## src/core/fault_silo_cfg.svh

```systemverilog
// constants for the fault status register and buffer readout path
// assumes a 50 MHz controller clock; included by bare name
`ifndef FAULT_SILO_CFG_SVH
`define FAULT_SILO_CFG_SVH
`define CLK_PERIOD_NS 20
`define CMD_TIMEOUT_MS 200
`define CMD_TIMEOUT_CYCLES ((`CMD_TIMEOUT_MS * 1000000) / `CLK_PERIOD_NS)
`define TIMER_W 24
`define WORD_W 12
`define BYTE_W 8
`define CODE_W 3
`define CODE_NONE 3'h0
`define CODE_DATA_LATE 3'h4
`define CODE_OP_INCOMPLETE 3'h2
`define CODE_HEADER_MISSING 3'h6
`define CODE_DATA_CRC 3'h1
`define CODE_HEADER_CRC 3'h3
`define FAULT_BIT_CRC 11
`define FAULT_BIT_OPI 10
`define FAULT_BIT_LATE 9
`define FAULT_BIT_DRIVE 1
`define FAULT_BIT_READY 0
`define ZERO_WORD 12'h000
`define HDR_BYTES 3'h6
`define HDR_ZERO_LO 3'h2
`define HDR_ZERO_HI 3'h3
`define BUF_DEPTH 2
`endif

```

## src/core/fault_silo_pkg.sv

```systemverilog
// types shared by the fault status and buffer readout files
// assumes fault_silo_cfg.svh constants are available
`include "fault_silo_cfg.svh"
package fault_silo_pkg;
  typedef enum logic [1:0] {
    OP_IDLE,
    OP_SEARCH,
    OP_TRANSFER
  } op_state_t;
  typedef struct packed {
    logic [`WORD_W-1:0] data;
  } silo_word_t;
endpackage

```

## src/core/silo_buffer.sv

```systemverilog
// two-entry valid/ready buffer on the buffer data path
// assumes a single clock; flush drops both entries
`timescale 1ns/1ns
`include "fault_silo_cfg.svh"
module silo_buffer (
  // clock and reset
  input wire logic clock_in,
  input wire logic reset_n_in,
  input wire logic flush_in,
  // fill side
  input wire logic in_valid_in,
  input fault_silo_pkg::silo_word_t in_word_in,
  output logic in_ready_out,
  // drain side
  output logic out_valid_out,
  output fault_silo_pkg::silo_word_t out_word_out,
  input wire logic out_ready_in,
  // occupancy
  output logic full_out,
  output logic empty_out
);
  fault_silo_pkg::silo_word_t mem_q [`BUF_DEPTH];
  logic rd_q;
  logic wr_q;
  logic [1:0] count_q;
  logic push;
  logic pop;

  assign push = in_valid_in && (count_q != 2'h2);
  assign pop = out_ready_in && (count_q != 2'h0);
  assign in_ready_out = (count_q != 2'h2);
  assign out_valid_out = (count_q != 2'h0);
  assign out_word_out = mem_q[rd_q];
  assign full_out = (count_q == 2'h2);
  assign empty_out = (count_q == 2'h0);

  // storage written only on push, so no reset needed for data
  always_ff @(posedge clock_in) begin
    if (push) begin
      mem_q[wr_q] <= in_word_in;
    end
  end

  // pointers and count
  always_ff @(posedge clock_in or negedge reset_n_in) begin
    if (!reset_n_in) begin
      rd_q <= 1'b0;
      wr_q <= 1'b0;
      count_q <= 2'h0;
    end else if (flush_in) begin
      rd_q <= 1'b0;
      wr_q <= 1'b0;
      count_q <= 2'h0;
    end else begin
      if (push) begin
        wr_q <= ~wr_q;
      end
      if (pop) begin
        rd_q <= ~rd_q;
      end
      count_q <= count_q + {1'b0, push} - {1'b0, pop};
    end
  end
endmodule

```

## src/core/fault_silo.sv

```systemverilog
// fault status register and buffer readout path of the cartridge controller
// assumes command sequencing outside supplies op start/end, crc and drive events
`timescale 1ns/1ns
`include "fault_silo_cfg.svh"
module fault_silo #(
  // command timeout in clock cycles; a bench may shorten it to reach the timeout paths
  parameter int timeout_cycles = `CMD_TIMEOUT_CYCLES
) (
  // clock and reset
  input wire logic clock_in,
  input wire logic reset_n_in,
  // processor instructions
  input wire logic fault_read_iot_in,
  input wire logic buffer_read_iot_in,
  input wire logic cmd_b_load_in,
  input wire logic ctrl_init_in,
  // command progress
  input wire logic op_start_in,
  input wire logic op_done_in,
  input wire logic op_is_write_in,
  input wire logic op_is_read_in,
  input wire logic sector_found_in,
  input wire logic word_count_zero_in,
  input wire logic checksum_mismatch_in,
  input wire logic header_phase_in,
  // drive side
  input wire logic drive_fault_line_in,
  input wire logic drive_idle_in,
  input wire logic seek_start_in,
  input wire logic seek_done_in,
  input wire logic status_valid_in,
  input wire logic [`WORD_W-1:0] status_word1_in,
  input wire logic [`WORD_W-1:0] status_word2_in,
  input wire logic hdr_byte_valid_in,
  input wire logic [`BYTE_W-1:0] hdr_byte_in,
  // data words from disk while reading
  input wire logic read_word_valid_in,
  input wire logic [`WORD_W-1:0] read_word_in,
  // processor working register
  output logic [`WORD_W-1:0] cpu_work_register_out,
  output logic cpu_work_valid_out,
  output logic buffer_full_out
);
  fault_silo_pkg::op_state_t state_q;
  logic [`TIMER_W-1:0] timer_q;
  logic [`CODE_W-1:0] code_q;
  logic ready_q;
  logic drive_fault_q;
  logic timeout;
  logic late_write;
  logic late_read;
  logic status_pend_q;
  logic [`WORD_W-1:0] status2_q;
  logic [2:0] hdr_idx_q;
  logic in_valid;
  fault_silo_pkg::silo_word_t in_word;
  logic in_ready;
  logic out_valid;
  fault_silo_pkg::silo_word_t out_word;
  logic buf_full;
  logic buf_empty;

  // widen a received byte into a buffer word
  function automatic logic [`WORD_W-1:0] byte_to_word(input logic [`BYTE_W-1:0] b);
    byte_to_word = {{(`WORD_W-`BYTE_W){1'b0}}, b};
  endfunction

  assign timeout = (timer_q == `TIMER_W'(timeout_cycles - 1));
  assign late_write = (state_q == fault_silo_pkg::OP_TRANSFER) && op_is_write_in
                      && buf_empty && !word_count_zero_in;
  assign late_read = (state_q == fault_silo_pkg::OP_TRANSFER) && op_is_read_in
                     && buf_full && read_word_valid_in && !word_count_zero_in;

  // command progress: search for the sector, then transfer
  always_ff @(posedge clock_in or negedge reset_n_in) begin
    if (!reset_n_in) begin
      state_q <= fault_silo_pkg::OP_IDLE;
    end else if (ctrl_init_in || op_done_in || timeout) begin
      state_q <= fault_silo_pkg::OP_IDLE;
    end else begin
      case (state_q)
        fault_silo_pkg::OP_IDLE: begin
          if (op_start_in) begin
            state_q <= fault_silo_pkg::OP_SEARCH;
          end
        end
        fault_silo_pkg::OP_SEARCH: begin
          if (sector_found_in) begin
            state_q <= fault_silo_pkg::OP_TRANSFER;
          end
        end
        default: begin
          state_q <= state_q;
        end
      endcase
    end
  end

  // timer measured from the command start, stops with the command
  always_ff @(posedge clock_in or negedge reset_n_in) begin
    if (!reset_n_in) begin
      timer_q <= '0;
    end else if (op_start_in || state_q == fault_silo_pkg::OP_IDLE) begin
      timer_q <= '0;
    end else if (!timeout) begin
      timer_q <= timer_q + `TIMER_W'(1);
    end
  end

  // error code; a new error in the clearing cycle wins over the clear
  always_ff @(posedge clock_in or negedge reset_n_in) begin
    if (!reset_n_in) begin
      code_q <= `CODE_NONE;
    end else if (timeout && state_q == fault_silo_pkg::OP_SEARCH) begin
      code_q <= `CODE_HEADER_MISSING;
    end else if (timeout && state_q == fault_silo_pkg::OP_TRANSFER) begin
      code_q <= `CODE_OP_INCOMPLETE;
    end else if (checksum_mismatch_in && state_q != fault_silo_pkg::OP_IDLE) begin
      code_q <= header_phase_in ? `CODE_HEADER_CRC : `CODE_DATA_CRC;
    end else if (late_write || late_read) begin
      code_q <= `CODE_DATA_LATE;
    end else if (ctrl_init_in || cmd_b_load_in) begin
      code_q <= `CODE_NONE;
    end
  end

  // drive fault is a registered copy of the line, ready copies drive idle unless seek start clears or seek done sets it
  always_ff @(posedge clock_in or negedge reset_n_in) begin
    if (!reset_n_in) begin
      drive_fault_q <= 1'b0;
      ready_q <= 1'b0;
    end else begin
      drive_fault_q <= drive_fault_line_in;
      if (seek_start_in) begin
        ready_q <= 1'b0;
      end else if (seek_done_in) begin
        ready_q <= 1'b1;
      end else begin
        ready_q <= drive_idle_in;
      end
    end
  end

  // fill the buffer: status pair, header bytes or read data
  always_comb begin
    in_valid = 1'b0;
    in_word.data = `ZERO_WORD;
    if (status_valid_in) begin
      in_valid = 1'b1;
      in_word.data = status_word1_in;
    end else if (status_pend_q) begin
      in_valid = 1'b1;
      in_word.data = status2_q;
    end else if (hdr_byte_valid_in) begin
      in_valid = 1'b1;
      // third and fourth header bytes land as zero words, so six bytes give six words
      if (hdr_idx_q == `HDR_ZERO_LO || hdr_idx_q == `HDR_ZERO_HI) begin
        in_word.data = `ZERO_WORD;
      end else begin
        in_word.data = byte_to_word(hdr_byte_in);
      end
    end else if (read_word_valid_in) begin
      in_valid = 1'b1;
      in_word.data = read_word_in;
    end
  end

  // second status word is held from the cycle after the first until the buffer has room
  always_ff @(posedge clock_in or negedge reset_n_in) begin
    if (!reset_n_in) begin
      status_pend_q <= 1'b0;
      status2_q <= `ZERO_WORD;
    end else if (ctrl_init_in) begin
      status_pend_q <= 1'b0;
    end else if (status_valid_in) begin
      status_pend_q <= 1'b1;
      status2_q <= status_word2_in;
    end else if (status_pend_q && in_ready) begin
      status_pend_q <= 1'b0;
    end
  end

  // header byte position; a byte lost to a full buffer does not move it
  always_ff @(posedge clock_in or negedge reset_n_in) begin
    if (!reset_n_in) begin
      hdr_idx_q <= 3'h0;
    end else if (ctrl_init_in || op_start_in) begin
      hdr_idx_q <= 3'h0;
    end else if (in_ready && hdr_byte_valid_in && !status_valid_in && !status_pend_q
                 && hdr_idx_q != `HDR_BYTES) begin
      hdr_idx_q <= hdr_idx_q + 3'h1;
    end
  end

  silo_buffer u_buf (
    .clock_in(clock_in),
    .reset_n_in(reset_n_in),
    .flush_in(ctrl_init_in),
    .in_valid_in(in_valid),
    .in_word_in(in_word),
    .in_ready_out(in_ready),
    .out_valid_out(out_valid),
    .out_word_out(out_word),
    .out_ready_in(buffer_read_iot_in),
    .full_out(buf_full),
    .empty_out(buf_empty)
  );

  // working register: fault status or buffer head word
  always_ff @(posedge clock_in or negedge reset_n_in) begin
    if (!reset_n_in) begin
      cpu_work_register_out <= `ZERO_WORD;
      cpu_work_valid_out <= 1'b0;
      buffer_full_out <= 1'b0;
    end else begin
      buffer_full_out <= buf_full;
      cpu_work_valid_out <= fault_read_iot_in || buffer_read_iot_in;
      if (fault_read_iot_in) begin
        cpu_work_register_out <= `ZERO_WORD;
        cpu_work_register_out[`FAULT_BIT_CRC] <= code_q[0];
        cpu_work_register_out[`FAULT_BIT_OPI] <= code_q[1];
        cpu_work_register_out[`FAULT_BIT_LATE] <= code_q[2];
        cpu_work_register_out[`FAULT_BIT_DRIVE] <= drive_fault_q;
        cpu_work_register_out[`FAULT_BIT_READY] <= ready_q;
      end else if (buffer_read_iot_in) begin
        cpu_work_register_out <= out_valid ? out_word.data : `ZERO_WORD;
      end
    end
  end
endmodule

```

## config.mk

```make
export PLATFORM = sky130hd
export DESIGN_NAME = fault_silo
export DESIGN_NICKNAME = d
export VERILOG_FILES = /design/src/core/fault_silo_pkg.sv /design/src/core/silo_buffer.sv /design/src/core/fault_silo.sv
export VERILOG_INCLUDE_DIRS = /design/src /design/src/core
export SDC_FILE = /design/constraint.sdc
export NUM_CORES = 1
export LEC_CHECK = 0
export BUFFER_PORTS_ARGS = -buffer_cell sky130_fd_sc_hd__buf_4
export CORE_UTILIZATION = 30
export DETAILED_ROUTE_END_ITERATION = 10
export GPL_ROUTABILITY_DRIVEN = 0
export PLACE_DENSITY = 0.49
export SLEW_MARGIN = 20
export SYNTH_ARGS = -nofsm -noshare
export SYNTH_HDL_FRONTEND = slang
export SYNTH_HIERARCHICAL = 1
export SYNTH_SLANG_ARGS = --single-unit
```

## constraint.sdc

```tcl
create_clock -name clock_in -period 4.5 [get_ports clock_in]
set_input_delay 0.9 -clock clock_in [delete_from_list [all_inputs] [get_ports clock_in]]
set_output_delay 0.9 -clock clock_in [all_outputs]
set_load 0.005 [all_outputs]
```

# Word level (Yosys, flattened, before mapping)
# Memory sizes are Yosys's and may differ from the RTL's.
# Index checks and enable logic that the tools add are counted.
# op_classes
add_sub_neg	4
n_eq_ne	11
n_mux	38
bitwise	3
n_reduce_logical	41
# ops
cell	count
2-to-1 mux 12 bit	7
2-to-1 mux 24 bit	2
adder 24 x 1 -> 24 bit, second input constant	1
equality test 24 bit, second input constant	1
2-to-1 mux 3 bit	7
logical AND 1 bit	17
2-to-1 mux 1 bit	15
nonzero test 2 bit	6
2-to-1 mux 2 bit	5
inequality test 3 bit, second input constant	3
logical OR 1 bit	8
2-to-1 mux 8 bit	1
equality test 3 x 2 -> 1 bit, second input constant	2
nonzero test 3 bit	2
nonzero test 5 bit	1
equality test 2 bit, second input constant	2
zero test 2 bit	2
case mux 2 bit (2 select lines)	1
adder 3 x 1 -> 3 bit, second input constant	1
zero test 1 bit	3
NOT 1 bit	3
AND reduction 3 bit	1
adder 2 x 1 -> 2 bit	1
equality test 2 x 1 -> 1 bit, second input constant	1
4 further kinds	4
# totals
elab_cells	112
regBits	65
input_bits	65
ram_bits	24
mem_count	1
# mem_list
name	depth	width	rd	rd_ports_with_merged_regs	wr	line	source
u_buf.mem_q	2	12	1	0	1	silo_buffer.sv:22	fault_silo_pkg::silo_word_t mem_q [`BUF_DEPTH];

# Logic depth before layout (Yosys ltp)
# logic_depth
ltp_word	10
depth_mapped	11
mapped_depth_nobuf	9

# Cells and area by module
# Netlist, hierarchy kept.
# by_module_without_submodules
mod	instances	seq_area_each_um2	area_each_um2	cells_each
fault_silo	1	1526.5	3251.9	347
silo_buffer	1	820.8	1102.3	63

# Least setup slack after synthesis
# No wires, ideal clock.
# synth_timing
kind	input to register
start	in status_valid_in
end	reg u_buf.count_q[1]
path_buffers	2
stages	11
t_arrival_ns	2.546
slack_ns	1.836
cell_sequence	clkbuf_1 or2_1 buf_2 or3_1 nand2_1 ha_1 inv_1 ha_1 xor2_1 and2_1 nor3_1
# synth_between
elab_chain_len	5
# synth_rtl
element	line	source
start, declared	fault_silo.sv:31	input wire logic status_valid_in,
2-to-1 mux 1 bit	fault_silo.sv:148	if (status_valid_in) begin
via in_valid	fault_silo.sv:55	logic in_valid;
logical AND 1 bit	silo_buffer.sv:29	assign push = in_valid_in && (count_q != 2'h2);
adder 2 x 1 -> 2 bit	silo_buffer.sv:61	count_q <= count_q + {1'b0, push} - {1'b0, pop};
subtractor 2 x 1 -> 2 bit	silo_buffer.sv:61	
2-to-1 mux 2 bit	silo_buffer.sv:50	end else if (flush_in) begin
end signal, assigned	silo_buffer.sv:61	
end, declared	silo_buffer.sv:25	logic [1:0] count_q;
# The timed path passes the listed nets, and every way through them passes these cells.
# A chain may end at the register's enable or synchronous reset.

# Worst setup path in the final report
# Ends and elaborated chain as after synthesis.

==> metrics.txt <==
Seq/Total Area, Yosys=53.9%; VDD IR max=0.000179 V; Starting Density=31.0%; Area Growth Syn to Fin=23.0%; Resized cells post-CTS=0; synthesized net count=481; Antenna Nets Post-Route=0; Detailed Route Iter0 Violations=188; # H-tree levels=3; highest-count cells in the layout ignoring fill and taps=78 x buf_4, 65 x dfrtp_1, 28 x nand2_1; PwrDens=411 nW/um^2; Vias=3388; Crit. End Element=flop; EDFF count, synth=24; yosys warns=6; Gate Count Post-Synth=410; CTS Hold Bufs=0; num rows=43; Unique masters post-synth=53; Hold WC Path Type=reg2reg; critical path type=in2reg; DRC viols=0; Period minus WS final=2.39 ns; dpl ws=1.75 ns; Setup Fix Bufs, Post-CTS=0; drt wl/cell=16.1 um; Port-buffer cells=78; gr ovfl total=0; synthesized cell area=4350 sq um; Skew-Pair Late Insertion Delay=0.35 ns; commonest non-fill, non-tap cell in the layout=buf_4; Core Box Area=14000 sq um; Routed WL=10.6 mm; max incr delay on CP=0.38 ns; clock sink total=89; total CTS buffers=9; worst slew pin tran=1.08 ns; fin nets=546; CP Max Fanout=10; DP HPWL=7.64 mm; initial antenna violation count=0; Setup WS post-layout=2.11 ns; drt pass-1 iters=4; fmax=418 MHz; first-pass GRT wire length=16.7 mm; slew margin rel.=27.1%; crit path cell chain=buf_4 -> or2_1 -> or3_1 -> nand2_1 -> ha_1 -> inv_1 -> ha_1 -> xor2_1 -> and2_1 -> nor3_1; worst path bufs/invs=2; #FFs+latches synth=89; CP required=4.73 ns; skew final=0.00886 ns; Max-Cap Viols=0; gr usage total=14.8%; status=finished, final reports clean; clk slew on worst S/H paths=0.07 ns; pin count of the biggest net entering global routing=66; Die ar.=15000 sq um; family with the most delay on the worst path=simple AND/OR/NAND/NOR gates; final setup violation count=0; most frequent CP cell=ha_1; CTS Buffer Depth=2; clock root cell=clkbuf_16; I/O Pins=79; Worst setup SP type=primary input; Avg Cell Area, Syn=10.6 sq um; via/cell ratio=5.13; count of final hold-check violations=0; share of layout cells above drive strength 1=26.7%; fin. max-slew vios=0; Die W=122 um; Top FF cell, synth=dfrtp_1; FFs w/ async S/R, synth=73.0%; diode count=0; Die Y-Extent=122 um; vias in the first global route=3318; TNS Setup=0 ns; Slowest-stage cell, CP=or3_1; RSZ-0062 raised after global routing=no; CTS tree=built; Final period util=53.2%; leakage=2.18 nW; Worst EP arrival=2.62 ns
[cell usage after synthesis, drive strengths merged, types with 8 or more instances]
library cell  count  area, sq um
nand2            28          105
edfxtp           24          721
mux2             24          270
o22ai             9         56.3
a21oi            24          120
o21ai            21          105
dfrtp            65         1630
inv              11         41.3
nand3            20          100
nand2b           12         82.6
a221oi            9         78.8
nor2b             9         56.3
nor2             26         97.6
nand4             8         56.3
clkbuf           17         63.8
or3              12         75.1
[worst reg2reg max path, stage by stage, from the launching register on]
cell	delay [ns]
dfrtp_1	0.40
ha_1	0.22
nand3_1	0.17
nor4_1	0.95
a32oi_1	0.24
o22ai_1	0.19
[state kept, by name (all words and copies together) (netlist names)]
register	flops
u_buf/rd_q	1
cpu_work_valid_out	1
hdr_idx_q	3
u_buf/wr_q	1
code_q	3
status_pend_q	1
u_buf/count_q	2
buffer_full_out	1
cpu_work_register_out	12
ready_q	1
u_buf/mem_q	24
timer_q	24
state_q	2
status2_q	12
drive_fault_q	1
[worst paths after layout]
kind | start | to | slack [ns] | depth (start not counted)
setup / recovery | status_valid_in | u_buf/count_q[1] | 2.11 | 10
hold / removal | drive_fault_q | cpu_work_register_out[1] | 0.48 | 2
setup reg to reg | timer_q[0] | code_q[1] | 2.25 | 5
hold reg to reg | drive_fault_q | cpu_work_register_out[1] | 0.48 | 2
max in group asynchronous | reset_n_in | status2_q[11] | 3.30 | 1
min in group asynchronous | reset_n_in | state_q[1] | 0.67 | 1
[power by group]
| group | internal, W | switching, W | leakage, nW |
|---|---|---|---|
| logic | 0.000213 | 0.000219 | 0.950 |
| registers | 0.000972 | 0.0000673 | 1.09 |
| clock network | 0.000386 | 0.000342 | 0.140 |
| total | 0.00157 | 0.000628 | 2.18 |
[area by class of cell]
| type | count | area [sq um] |
|---|---|---|
| clock buffers | 9 | 225 |
| clock inverters | 7 | 61.3 |
| fillers | 1385 | 8690 |
| inverters | 11 | 41.3 |
| multi-input cells | 286 | 1870 |
| flip-flops and latches | 89 | 2350 |
| well taps | 180 | 225 |
| repair buffers | 78 | 586 |
[stage by stage]
| stage | std cells | instance area (sq um) | utilization [%] | hold slack [ns] | power (W) |
|---|---|---|---|---|---|
| 2_1_floorplan | 410 | 4350 | - | 0.430 | 0.00132 |
| 3_3_place_gp | 644 | 5070 | 36.1 | 0.461 | 0.00149 |
| 3_5_place_dp | 644 | 5070 | 36.1 | 0.465 | 0.00149 |
| 4_1_cts | 660 | 5350 | 38.1 | 0.486 | 0.00223 |
| 5_1_grt | 660 | 5350 | 38.1 | 0.504 | 0.00232 |
| 6_report | 660 | 5350 | 38.1 | 0.477 | 0.00220 |
[logic make-up after synthesis]
| group | Yosys count | synth area share, % |
|---|---|---|
| compound gates | 90 | 13.0 |
| xor+xnor | 10 | 2.01 |
| fa+ha+maj | 6 | 1.72 |
| buf+inv | 35 | 3.19 |
| flops | 89 | 53.9 |
| mux | 28 | 7.13 |
| simple gates | 152 | 19.1 |
[routing by layer]
metal	share of wire, %	up-vias	track usage [%]
met3	4.2	16	3.95
met2	46	63	23.3
met5	0	-	0
li1	-	1641	-
met4	1.9	0	5.72
met1	48	1668	19.4
Note: power is estimated with default switching activity, not from simulation.
